==> src/mphs_pkg.sv <==
/*
  Package for the mesh packet header and status block: register map, fields,
  reset values, message details and tick timing.
  Assumes a 40 MHz system clock and an AHB-Lite slave with 32-bit data.
*/
package mphs_pkg;
  // ----------------------------------------------------------------
  // Clock and timing
  // ----------------------------------------------------------------
  localparam int unsigned CLK_HZ           = 40000000;
  localparam int unsigned TICK_FAST_MS     = 10;
  localparam int unsigned TICK_SLOW_MS     = 2560;
  localparam int unsigned TICK_FAST_CYCLES = CLK_HZ / 1000 * TICK_FAST_MS;
  localparam int unsigned TICK_SLOW_CYCLES = CLK_HZ / 1000 * TICK_SLOW_MS;
  // ----------------------------------------------------------------
  // Register byte offsets
  // ----------------------------------------------------------------
  localparam logic [7:0] OFS_CTRL        = 8'h00; // Settings
  localparam logic [7:0] OFS_THRESH      = 8'h04; // Admission threshold, report interval
  localparam logic [7:0] OFS_NEXT_RX     = 8'h08; // Preferred next receiver id
  localparam logic [7:0] OFS_NET_TAG     = 8'h0c; // Gateway network tag
  localparam logic [7:0] OFS_CMD         = 8'h10; // Command and event strobes (write)
  localparam logic [7:0] OFS_LINK        = 8'h14; // Link request / status
  localparam logic [7:0] OFS_BEACON      = 8'h18; // Beacon observation in / nearest out
  localparam logic [7:0] OFS_HDR_SEQ     = 8'h1c; // Sequence number, timer
  localparam logic [7:0] OFS_FWD         = 8'h20; // Forward hop in / out
  localparam logic [7:0] OFS_SERIAL      = 8'h24; // Segment index
  localparam logic [7:0] OFS_REPORT      = 8'h28; // Last event: detail, address
  localparam logic [7:0] OFS_REPORT_ADDR = 8'h2c;
  localparam logic [7:0] OFS_STATUS      = 8'h30;
  localparam logic [7:0] OFS_ROUTE       = 8'h34; // Route trace hop append / state
  // ----------------------------------------------------------------
  // CTRL fields
  // ----------------------------------------------------------------
  localparam int CTRL_TICK_SEL   = 0;  // Delay timer tick select
  localparam int CTRL_GATEWAY    = 1;
  localparam int CTRL_BEACON_EN  = 2;
  localparam int CTRL_BUSY_CHECK = 3;
  localparam int CTRL_BUSY_HOLD  = 4;
  localparam int CTRL_ENCRYPTED  = 5;
  localparam int CTRL_ADDR_SEL   = 8;  // 3-bit report address content select
  localparam logic [31:0] CTRL_RESET = 32'h0000_0000;
  // ----------------------------------------------------------------
  // CMD bits
  // ----------------------------------------------------------------
  localparam int CMD_GET_STATUS  = 0;
  localparam int CMD_NEXT_RX_Q   = 1;
  localparam int CMD_TAG_Q       = 2;
  localparam int CMD_CFG_DUMP    = 3;
  localparam int CMD_FORCE_RESET = 4;
  localparam int CMD_SET_CONFIG  = 5;
  localparam int CMD_NEW_PACKET  = 6;
  localparam int CMD_DELIVER     = 7;
  localparam int CMD_SER_TIMEOUT = 8;
  localparam int CMD_SER_STREAM  = 9;
  localparam int CMD_SER_LAST    = 10;
  localparam int CMD_ROUTE_START = 11;
  localparam int CMD_ACTIVITY    = 12;
  localparam int CMD_FORM_MESH   = 13;
  // ----------------------------------------------------------------
  // Message details and limits
  // ----------------------------------------------------------------
  localparam logic [7:0] DET_RESET      = 8'h01;
  localparam logic [7:0] DET_STATUS     = 8'h02;
  localparam logic [7:0] DET_NEXT_RX    = 8'h13;
  localparam logic [7:0] DET_NET_TAG    = 8'h12;
  localparam logic [7:0] DET_ROUTE      = 8'h20;
  localparam logic [7:0] DET_CFG_DUMP   = 8'h22;
  localparam logic [7:0] CFG_DUMP_BYTES = 8'd120;
  localparam logic [7:0] ROUTE_ENTRY_B  = 8'd5;
  localparam logic [7:0] ROUTE_MAX_B    = 8'd120;
  localparam logic [7:0] SEG_MAX        = 8'hff;
  localparam logic [7:0] SEG_BYTE_POS   = 8'd18;
  localparam logic [2:0] ADDR_SEL_BEACON = 3'h2;
  localparam logic [2:0] ADDR_SEL_NEXT   = 3'h3;
endpackage

==> src/mphs_top.sv <==
/*
  Mesh packet header and status block: sequence number, transit delay timer,
  hop count, link admission, status interrogation events, route trace, stream
  segment index, nearest beacon tracking and competing-gateway checking.
  Assumes a single AHB-Lite master; the radio and UART sit outside and talk to
  this block through the registers.
*/
// The AHB-Lite slave port and the placing of the registers were left to the implementer.
// Operation
// - Keep 16-bit sequence number per created packet
// - Sequence wraps at 64k, clears on reset
// - Reset notice after power-on, force reset, set-config
// - 16-bit delay timer cleared at creation, runs
// - Timer ticks every 10ms or 2560ms
// - Delay timer saturates at maximum
// - Forwarding adds exactly one hop
// - New link only if strength within threshold
// - Status report on command or interval
// - Next-receiver query returns preferred receiver
// - Tag query answered only by gateway
// - Config read dumps first 120 bytes
// - Route trace adds 5-byte hops, truncates
// - Route trace valid only unencrypted
// - Segment index 0 on serial time-out
// - Stream segments count 1..255, wrap, end 0
// - Beacon role defaults disabled
// - Router keeps strongest beacon identifier
// - Event packets carry nearest beacon identifier
// - Gateway checks competing activity before forming
// - Segment index sits at byte 18
`timescale 1ns/1ps
module mphs_top #(
  parameter int unsigned TICK_FAST = mphs_pkg::TICK_FAST_CYCLES,
  parameter int unsigned TICK_SLOW = mphs_pkg::TICK_SLOW_CYCLES
) (
  // Clock, reset, enable
  input  wire logic        clk_sys,
  input  wire logic        rstn,
  input  wire logic        clk_en,
  // AHB-Lite slave
  input  wire logic        hsel,
  input  wire logic [31:0] haddr,
  input  wire logic [1:0]  htrans,
  input  wire logic        hwrite,
  input  wire logic [2:0]  hsize,
  input  wire logic [31:0] hwdata,
  input  wire logic        hready,
  output logic      [31:0] hrdata,
  output logic             hreadyout,
  output logic             hresp,
  // Event strobe toward the radio side
  output logic             event_valid,
  output logic      [7:0]  event_detail
);
  // ----------------------------------------------------------------
  // Bus address phase capture
  // ----------------------------------------------------------------
  logic        wr_pend;
  logic [7:0]  wr_addr;
  logic [31:0] ctrl, thresh, next_rx, net_tag;
  logic [15:0] seq_num, delay_timer;
  logic [7:0]  hop_count, seg_index, beacon_strength, route_bytes;
  logic [31:0] beacon_id, report_addr;
  logic        link_ok, beacon_valid, route_valid, route_full;
  logic        activity_seen, mesh_formed, status_timer_due;
  logic [31:0] tick_cnt;
  logic [7:0]  interval_cnt;
  logic        tick;
  wire logic   acc = hsel & hready & htrans[1];
  wire logic [31:0] cmd = (wr_pend && wr_addr == mphs_pkg::OFS_CMD) ? hwdata : 32'h0;

  // Word write decode used by every register except the command strobes
  function automatic logic wr_hit(input logic pend, input logic [7:0] a, input logic [7:0] ofs);
    wr_hit = pend && (a == ofs);
  endfunction

  // Writes land one cycle after the address phase; reads answer in the data phase
  always_ff @(posedge clk_sys or negedge rstn) begin
    if (!rstn) begin
      wr_pend <= 1'b0;
      wr_addr <= 8'h00;
      hrdata  <= 32'h0;
    end else if (clk_en) begin
      wr_pend <= acc & hwrite;
      wr_addr <= {haddr[7:2], 2'b00};
      if (acc && !hwrite) begin
        case ({haddr[7:2], 2'b00})
          mphs_pkg::OFS_CTRL:        hrdata <= ctrl;
          mphs_pkg::OFS_THRESH:      hrdata <= thresh;
          mphs_pkg::OFS_NEXT_RX:     hrdata <= next_rx;
          mphs_pkg::OFS_NET_TAG:     hrdata <= net_tag;
          mphs_pkg::OFS_LINK:        hrdata <= {31'h0, link_ok};
          mphs_pkg::OFS_BEACON:      hrdata <= beacon_id;
          mphs_pkg::OFS_HDR_SEQ:     hrdata <= {delay_timer, seq_num};
          mphs_pkg::OFS_FWD:         hrdata <= {24'h0, hop_count};
          mphs_pkg::OFS_SERIAL:      hrdata <= {16'h0, mphs_pkg::SEG_BYTE_POS, seg_index};
          mphs_pkg::OFS_REPORT:      hrdata <= {24'h0, event_detail};
          mphs_pkg::OFS_REPORT_ADDR: hrdata <= report_addr;
          mphs_pkg::OFS_STATUS:      hrdata <= {27'h0, route_valid, activity_seen, mesh_formed,
                                                beacon_valid, route_full};
          mphs_pkg::OFS_ROUTE:       hrdata <= {24'h0, route_bytes};
          default:                   hrdata <= 32'h0;
        endcase
      end
    end
  end
  assign hreadyout = 1'b1;
  assign hresp     = 1'b0;

  // ----------------------------------------------------------------
  // Configuration registers
  // ----------------------------------------------------------------
  // Beacon role and all other settings come out of reset cleared
  always_ff @(posedge clk_sys or negedge rstn) begin
    if (!rstn) begin
      ctrl    <= mphs_pkg::CTRL_RESET;
      thresh  <= 32'h0;
      next_rx <= 32'h0;
      net_tag <= 32'h0;
    end else if (clk_en) begin
      if (wr_hit(wr_pend, wr_addr, mphs_pkg::OFS_CTRL))    ctrl    <= hwdata;
      if (wr_hit(wr_pend, wr_addr, mphs_pkg::OFS_THRESH))  thresh  <= hwdata;
      if (wr_hit(wr_pend, wr_addr, mphs_pkg::OFS_NEXT_RX)) next_rx <= hwdata;
      if (wr_hit(wr_pend, wr_addr, mphs_pkg::OFS_NET_TAG)) net_tag <= hwdata;
    end
  end

  // ----------------------------------------------------------------
  // Header fields
  // ----------------------------------------------------------------
  // Natural 16-bit wrap gives the return to zero after 64k packets
  always_ff @(posedge clk_sys or negedge rstn) begin
    if (!rstn) begin
      seq_num <= 16'h0;
    end else if (clk_en && cmd[mphs_pkg::CMD_NEW_PACKET]) begin
      seq_num <= seq_num + 16'h1;
    end
  end

  // Tick prescaler; 32 bits so the slow base count is never truncated
  always_ff @(posedge clk_sys or negedge rstn) begin
    if (!rstn) begin
      tick_cnt <= 32'h0;
      tick     <= 1'b0;
    end else if (clk_en) begin
      tick <= 1'b0;
      if (cmd[mphs_pkg::CMD_NEW_PACKET]) begin
        tick_cnt <= 32'h0;
      end else if (tick_cnt >= (ctrl[mphs_pkg::CTRL_TICK_SEL] ? 32'(TICK_SLOW - 1) : 32'(TICK_FAST - 1))) begin
        tick_cnt <= 32'h0;
        tick     <= 1'b1;
      end else begin
        tick_cnt <= tick_cnt + 32'h1;
      end
    end
  end

  // Delay timer runs from creation until handed to the host, then freezes
  logic timer_run;
  always_ff @(posedge clk_sys or negedge rstn) begin
    if (!rstn) begin
      delay_timer <= 16'h0;
      timer_run   <= 1'b0;
    end else if (clk_en) begin
      if (cmd[mphs_pkg::CMD_NEW_PACKET]) begin
        delay_timer <= 16'h0;
        timer_run   <= 1'b1;
      end else if (cmd[mphs_pkg::CMD_DELIVER]) begin
        timer_run <= 1'b0;
      end else if (timer_run && tick && delay_timer != 16'hffff) begin
        delay_timer <= delay_timer + 16'h1;
      end
    end
  end

  // Forward hop: software writes the received count, reads it back plus one
  always_ff @(posedge clk_sys or negedge rstn) begin
    if (!rstn) begin
      hop_count <= 8'h0;
    end else if (clk_en && wr_hit(wr_pend, wr_addr, mphs_pkg::OFS_FWD)) begin
      hop_count <= hwdata[7:0] + 8'h1;
    end
  end

  // Link admission: lower strength value is the better link
  always_ff @(posedge clk_sys or negedge rstn) begin
    if (!rstn) begin
      link_ok <= 1'b0;
    end else if (clk_en && wr_hit(wr_pend, wr_addr, mphs_pkg::OFS_LINK)) begin
      link_ok <= hwdata[7:0] <= thresh[7:0];
    end
  end

  // ----------------------------------------------------------------
  // Nearest beacon
  // ----------------------------------------------------------------
  // Write carries {strength[7:0], id[23:0]}; only strictly stronger replaces
  always_ff @(posedge clk_sys or negedge rstn) begin
    if (!rstn) begin
      beacon_id       <= 32'h0;
      beacon_strength <= 8'hff;
      beacon_valid    <= 1'b0;
    end else if (clk_en && wr_hit(wr_pend, wr_addr, mphs_pkg::OFS_BEACON) && !ctrl[mphs_pkg::CTRL_GATEWAY]) begin
      if (!beacon_valid || hwdata[31:24] < beacon_strength) begin
        beacon_id       <= {8'h0, hwdata[23:0]};
        beacon_strength <= hwdata[31:24];
        beacon_valid    <= 1'b1;
      end
    end
  end

  // ----------------------------------------------------------------
  // Serial stream segment index
  // ----------------------------------------------------------------
  always_ff @(posedge clk_sys or negedge rstn) begin
    if (!rstn) begin
      seg_index <= 8'h0;
    end else if (clk_en) begin
      if (cmd[mphs_pkg::CMD_SER_TIMEOUT] || cmd[mphs_pkg::CMD_SER_LAST]) begin
        seg_index <= 8'h0;
      end else if (cmd[mphs_pkg::CMD_SER_STREAM]) begin
        seg_index <= (seg_index == mphs_pkg::SEG_MAX) ? 8'h1 : seg_index + 8'h1;
      end
    end
  end

  // ----------------------------------------------------------------
  // Route trace and competing gateway
  // ----------------------------------------------------------------
  // Each hop write appends one 5-byte entry; full payload truncates
  always_ff @(posedge clk_sys or negedge rstn) begin
    if (!rstn) begin
      route_bytes <= 8'h0;
      route_full  <= 1'b0;
      route_valid <= 1'b0;
    end else if (clk_en) begin
      if (cmd[mphs_pkg::CMD_ROUTE_START]) begin
        route_bytes <= 8'h0;
        route_full  <= 1'b0;
        route_valid <= !ctrl[mphs_pkg::CTRL_ENCRYPTED];
      end else if (wr_hit(wr_pend, wr_addr, mphs_pkg::OFS_ROUTE)) begin
        if (route_bytes + mphs_pkg::ROUTE_ENTRY_B <= mphs_pkg::ROUTE_MAX_B) begin
          route_bytes <= route_bytes + mphs_pkg::ROUTE_ENTRY_B;
        end else begin
          route_full <= 1'b1;
        end
      end
    end
  end

  // Activity sets, the set wins over a same-cycle form request
  always_ff @(posedge clk_sys or negedge rstn) begin
    if (!rstn) begin
      activity_seen <= 1'b0;
      mesh_formed   <= 1'b0;
    end else if (clk_en) begin
      if (cmd[mphs_pkg::CMD_ACTIVITY] && ctrl[mphs_pkg::CTRL_BUSY_CHECK]) begin
        activity_seen <= 1'b1;
      end
      if (cmd[mphs_pkg::CMD_FORM_MESH] && ctrl[mphs_pkg::CTRL_GATEWAY]) begin
        mesh_formed <= !(ctrl[mphs_pkg::CTRL_BUSY_CHECK] && ctrl[mphs_pkg::CTRL_BUSY_HOLD]
                         && (activity_seen || cmd[mphs_pkg::CMD_ACTIVITY]));
      end
    end
  end

  // ----------------------------------------------------------------
  // Status report interval
  // ----------------------------------------------------------------
  // Interval in thresh[15:8] counted in delay timer ticks; zero disables
  always_ff @(posedge clk_sys or negedge rstn) begin
    if (!rstn) begin
      interval_cnt     <= 8'h0;
      status_timer_due <= 1'b0;
    end else if (clk_en) begin
      status_timer_due <= 1'b0;
      if (thresh[15:8] == 8'h0) begin
        interval_cnt <= 8'h0;
      end else if (tick) begin
        if (interval_cnt + 8'h1 >= thresh[15:8]) begin
          interval_cnt     <= 8'h0;
          status_timer_due <= 1'b1;
        end else begin
          interval_cnt <= interval_cnt + 8'h1;
        end
      end
    end
  end

  // ----------------------------------------------------------------
  // Event generation
  // ----------------------------------------------------------------
  // Power-on notice is pending from reset; priority resets, queries, reports
  logic reset_pend;
  logic [31:0] sel_addr;
  always_comb begin
    case (ctrl[mphs_pkg::CTRL_ADDR_SEL +: 3])
      mphs_pkg::ADDR_SEL_BEACON: sel_addr = beacon_id;
      mphs_pkg::ADDR_SEL_NEXT:   sel_addr = next_rx;
      default:                   sel_addr = ctrl[mphs_pkg::CTRL_GATEWAY] ? 32'h0 : beacon_id;
    endcase
  end

  always_ff @(posedge clk_sys or negedge rstn) begin
    if (!rstn) begin
      reset_pend   <= 1'b1;
      event_valid  <= 1'b0;
      event_detail <= 8'h0;
      report_addr  <= 32'h0;
    end else if (clk_en) begin
      event_valid <= 1'b0;
      if (cmd[mphs_pkg::CMD_FORCE_RESET] || cmd[mphs_pkg::CMD_SET_CONFIG]) begin
        reset_pend <= 1'b1;
      end else if (reset_pend) begin
        reset_pend   <= 1'b0;
        event_valid  <= 1'b1;
        event_detail <= mphs_pkg::DET_RESET;
        report_addr  <= 32'h0;
      end else if (cmd[mphs_pkg::CMD_NEXT_RX_Q]) begin
        event_valid  <= 1'b1;
        event_detail <= mphs_pkg::DET_NEXT_RX;
        report_addr  <= next_rx;
      end else if (cmd[mphs_pkg::CMD_TAG_Q] && ctrl[mphs_pkg::CTRL_GATEWAY]) begin
        event_valid  <= 1'b1;
        event_detail <= mphs_pkg::DET_NET_TAG;
        report_addr  <= net_tag;
      end else if (cmd[mphs_pkg::CMD_CFG_DUMP]) begin
        event_valid  <= 1'b1;
        event_detail <= mphs_pkg::DET_CFG_DUMP;
        report_addr  <= {24'h0, mphs_pkg::CFG_DUMP_BYTES};
      end else if (cmd[mphs_pkg::CMD_GET_STATUS] || status_timer_due) begin
        event_valid  <= 1'b1;
        event_detail <= mphs_pkg::DET_STATUS;
        report_addr  <= sel_addr;
      end
    end
  end

  // ----------------------------------------------------------------
  // Checks
  // ----------------------------------------------------------------
  a_seq_step: assert property (@(posedge clk_sys) disable iff (!rstn)
    clk_en && cmd[mphs_pkg::CMD_NEW_PACKET] |=> seq_num == $past(seq_num) + 16'h1)
    else $error("sequence number did not step");
  a_seq_reset: assert property (@(posedge clk_sys) $rose(rstn) |-> seq_num == 16'h0)
    else $error("sequence not zero after reset");
  a_timer_sat: assert property (@(posedge clk_sys) disable iff (!rstn)
    delay_timer == 16'hffff && !(clk_en && cmd[mphs_pkg::CMD_NEW_PACKET]) |=> delay_timer == 16'hffff)
    else $error("delay timer wrapped");
  a_timer_clear: assert property (@(posedge clk_sys) disable iff (!rstn)
    clk_en && cmd[mphs_pkg::CMD_NEW_PACKET] |=> delay_timer == 16'h0 && timer_run)
    else $error("delay timer not cleared on creation");
  a_hop_inc: assert property (@(posedge clk_sys) disable iff (!rstn)
    clk_en && wr_hit(wr_pend, wr_addr, mphs_pkg::OFS_FWD) |=> hop_count == $past(hwdata[7:0]) + 8'h1)
    else $error("hop count not one more");
  a_link_admit: assert property (@(posedge clk_sys) disable iff (!rstn)
    clk_en && wr_hit(wr_pend, wr_addr, mphs_pkg::OFS_LINK) && hwdata[7:0] > thresh[7:0] |=> !link_ok)
    else $error("weak link admitted");
  a_tag_gate: assert property (@(posedge clk_sys) disable iff (!rstn)
    event_valid && event_detail == mphs_pkg::DET_NET_TAG |-> ctrl[mphs_pkg::CTRL_GATEWAY])
    else $error("tag answered by non-gateway");
  a_seg_wrap: assert property (@(posedge clk_sys) disable iff (!rstn)
    clk_en && cmd[mphs_pkg::CMD_SER_STREAM] && !cmd[mphs_pkg::CMD_SER_TIMEOUT] && !cmd[mphs_pkg::CMD_SER_LAST]
    && seg_index == 8'hff |=> seg_index == 8'h1)
    else $error("segment index did not wrap to one");
  a_route_cap: assert property (@(posedge clk_sys) disable iff (!rstn)
    route_bytes <= mphs_pkg::ROUTE_MAX_B)
    else $error("route payload exceeded");
  a_reset_note: assert property (@(posedge clk_sys) disable iff (!rstn)
    clk_en && cmd[mphs_pkg::CMD_SET_CONFIG] |=> reset_pend)
    else $error("set-config gave no reset notice");
endmodule

==> config.mk <==
export PLATFORM = sky130hd
export DESIGN_NAME = mphs_top
export DESIGN_NICKNAME = d
export VERILOG_FILES = /design/src/mphs_pkg.sv /design/src/mphs_top.sv
export SDC_FILE = /design/constraint.sdc
export NUM_CORES = 1
export LEC_CHECK = 0
export BUFFER_PORTS_ARGS = -buffer_cell sky130_fd_sc_hd__buf_4
export CAP_MARGIN = 15
export CORE_MARGIN = 2
export CORE_UTILIZATION = 57
export CTS_BUF_LIST = sky130_fd_sc_hd__clkbuf_4
export DETAILED_ROUTE_END_ITERATION = 6
export GPL_TIMING_DRIVEN = 0
export PLACE_DENSITY = 0.79
export SETUP_SLACK_MARGIN = 0.15
export SLEW_MARGIN = 40
export SYNTH_ARGS = -nofsm -noshare
export SYNTH_HDL_FRONTEND = slang
export SYNTH_SLANG_ARGS = --single-unit
==> constraint.sdc <==
create_clock -name clk_sys -period 2.68 [get_ports clk_sys]
set_input_delay 0.67 -clock clk_sys [delete_from_list [all_inputs] [get_ports clk_sys]]
set_output_delay 0.67 -clock clk_sys [all_outputs]
set_load 0.02 [all_outputs]
==> metrics.txt <==
outcome=complete, but fails checks; failing checks=DRC; area leader, netlist=dfrtp_1; area of the core=29700 sq um; Tcrit/Tclk final=0.998; Routed WL=56100 um; CP Max Fanout=8; WHS Endpoint=wr_addr[3]; # rows=63; crit path launch=ctrl[0]; fillers=2112; FF+latch count, synth=342; Antenna Nets Post-Route=0; area delta synth->final=20.8%; first-pass GRT wire length=82700 um; CTS Sinks=342; crit end category=register; busiest layer in global routing=met2; initial antenna violation count=2; layout cell share with drive strength beyond 1=0.314; f_max=0.374 GHz; final setup fails=0; drt pass-1 iters=7; die width=178 um; WS Path Type=register to register; Post-synth EDFFs=0; Hold Path Origin=haddr[3]; Hold Crit Class=input pin to register; I/O Pins=about 120; largest net degree at the start of global routing=78; Synth Flop Type=dfrtp_1; Post-DP HPWL=36500 um; synth warn=0; Worst-Skew Late Latency=approximately 0.77 ns; clock root buffer=clkbuf_4; GR Util met2=0.529; R2R Setup Slk=0.004 ns; CP arrival=3.30 ns; M1 GR Usage=0.442; Worst VDD drop=about 0.38 mV; RSZ-0062 raised after global routing=yes; Post-route DRC=2; fraction of registers with async set/reset=1.00; drt wl/cell=24.7 um; Synth Instances=1582; number of global-route vias before repair=around 15000; static leakage=9.63 nW; startpoint class of the critical path=register; Overall Global Routing Usage=0.344; Max H-tree Level=3; Final Cell Area=20800 sq um; Vias=15200; gpl congestion=1.01; die area=31700 sq um; CTS tree=built; endpoints failing hold=0; Initial Util=0.580; PwrDens=551 nW/um^2; most common cell in the netlist=dfrtp_1; reg-to-reg endpoint=tick_cnt[9]; met3 usage=0.0934; Layout Nets=1931; Post-synth top cells=dfrtp_1, mux2_2, nand2_1, nor2_1, o21ai_0; area post-placement=18500 sq um; clk buf depth=3; die height=178 um; Reg2Reg Depth=10; Starting DRT DRC Count=2190; CTS buffer count=90; reg-to-reg startpoint=ctrl[0]; total grt overflow=0; Slew Limit Fails=0; Max-cap violations=0; Mapped Area=between 15000 and 20000 sq um; slew margin rel.=0.356; Yosys top cell area share=0.483; Synth cell types=87; DR vias/cell=6.71; Critical Path RT=~3.3 ns; clock slew at reported path FFs=0.08 ns; Final Skew=0.0763 ns; Least-Margin Pin Slew=0.966 ns; Port Buffers=80; setup_tns=0 ns; min cycle time layout=2.68 ns; syn_area_per_cell=10.9 sq um; Synth area leaders=dfrtp_1, mux2_2, ha_1; hold depth=2; Seq/Total Area, Yosys=0.497
[final cells by class]
class                   instances  area (sq um)  area share
clock buffers                 131           983      0.0472
inverters                      49           188     0.00901
flip-flops and latches        342          8570       0.412
plain buffers                 103           641      0.0308
repair buffers                136          1260      0.0604
multi-input cells            1093          8560       0.411
well taps                     390           488      0.0234
diodes                          2          5.00    0.000240
clock inverters                27           139     0.00667
[flip-flops by register name, indices dropped and copies added, names as in the netlist, 8 cells and up]
name	flops
ctrl	32
beacon_id	24
net_tag	32
hop_count	8
seg_index	8
tick_cnt	32
interval_cnt	8
route_bytes	8
delay_timer	16
seq_num	16
hrdata	32
report_addr	32
next_rx	32
beacon_strength	8
thresh	32
[what timing repair did]
action / in CTS / in global routing
setup endpoints to repair: 233 / 147
hold buffers: 1 / 0
buffers inserted: 23 / 19
pin swaps: 18 / 49
cloned: 1 / 7
endpoints found under the hold margin: 21 / 0
gates resized for setup: 56 / 143
[power breakdown]
group	internal (mW)	switching (mW)
clock network	2.34	2.26
logic	0.500	0.705
registers	5.43	0.243
total	8.27	3.21
[per-layer routing]
layer	vias up	wire length [um]
met5	-	34
met4	4	3080
met3	242	6120
met2	1005	25800
met1	7533	21100
li1	6461	-
[critical path, cell delays in order, from the launching register on]
cell        delay, ns
dfrtp_2          0.40
clkinvlp_4       0.10
buf_12           0.15
ha_1             0.33
and3b_2          0.21
nor4b_4          0.26
nand4_2          0.18
nand4_1          0.31
buf_2            0.23
o21ai_0          0.10
a22o_1           0.26
[cells by family after synthesis]
family / count (synthesis) / synth area share
AOI/OAI and AO/OA: 425 / 0.181
xor gates and xnor gates: 39 / 0.0198
adders and majority gates: 41 / 0.0298
buffers and inverters: 152 / 0.0391
DFF: 342 / 0.497
muxes: 166 / 0.107
other: 2 / 0.000436
and+or+nand+nor: 415 / 0.126
[per-stage QoR]
| step | power, mW | setup WS (ns) | utilization | cells | hold slack [ns] |
|---|---|---|---|---|---|
| 6_report | 11.5 | 0.00415 | 0.701 | 2273 | 0.189 |
| 3_3_place_gp | 6.79 | -2.23 | 0.617 | 2056 | 0.456 |
| 5_1_grt | 11.9 | -0.0705 | 0.701 | 2273 | 0.161 |
| 3_5_place_dp | 6.86 | -0.778 | 0.623 | 2062 | 0.460 |
| 4_1_cts | 11.4 | 0.116 | 0.675 | 2245 | 0.146 |
| 2_1_floorplan | 6.27 | 0.165 | - | 1586 | 0.374 |
[layout by cell type, fill, tap and decap left out, types with 8 or more instances in the layout]
master | synthesis | routed
a221oi_1 | 11 | 10
and3_1 | 27 | 26
nor2b_1 | 10 | 10
buf_4 | 10 | 135
inv_1 | 48 | 46
nor2_1 | 97 | 89
a41oi_1 | 14 | 14
a31oi_1 | 14 | 14
nand3_1 | 46 | 43
o21ai_2 | 0 | 8
o21ai_0 | 89 | 68
a22oi_1 | 62 | 60
ha_4 | 0 | 8
mux2_2 | 144 | 144
dfrtp_1 | 333 | 330
nor3_1 | 15 | 12
buf_2 | 29 | 13
o21a_1 | 10 | 10
xor2_1 | 10 | 8
nand2b_1 | 12 | 12
ha_1 | 41 | 33
a22o_1 | 36 | 36
clkbuf_4 | 0 | 135
and2_1 | 10 | 10
xnor2_1 | 29 | 29
mux2i_1 | 13 | 13
o21ai_1 | 6 | 19
a222oi_1 | 46 | 46
a21oi_1 | 36 | 31
nand4_1 | 21 | 21
clkinv_1 | 1 | 21
a21o_1 | 27 | 27
buf_6 | 4 | 13
clkbuf_2 | 0 | 13
mux2_1 | 9 | 9
dfstp_2 | 9 | 9
clkbuf_1 | 59 | 41
nand2_1 | 112 | 108
[worst max path at each step]
stage	end	slack [ns]	cells past startpoint
detailed placement	hrdata[17]	-0.78	8
global placement	ctrl[16]	-2.23	1
finish	tick_cnt[9]	0.004	10
floorplan	interval_cnt[5]	0.17	10
CTS	tick_cnt[23]	0.12	10
global route	tick_cnt[11]	-0.07	11
Note: power is estimated with default switching activity, not from simulation.
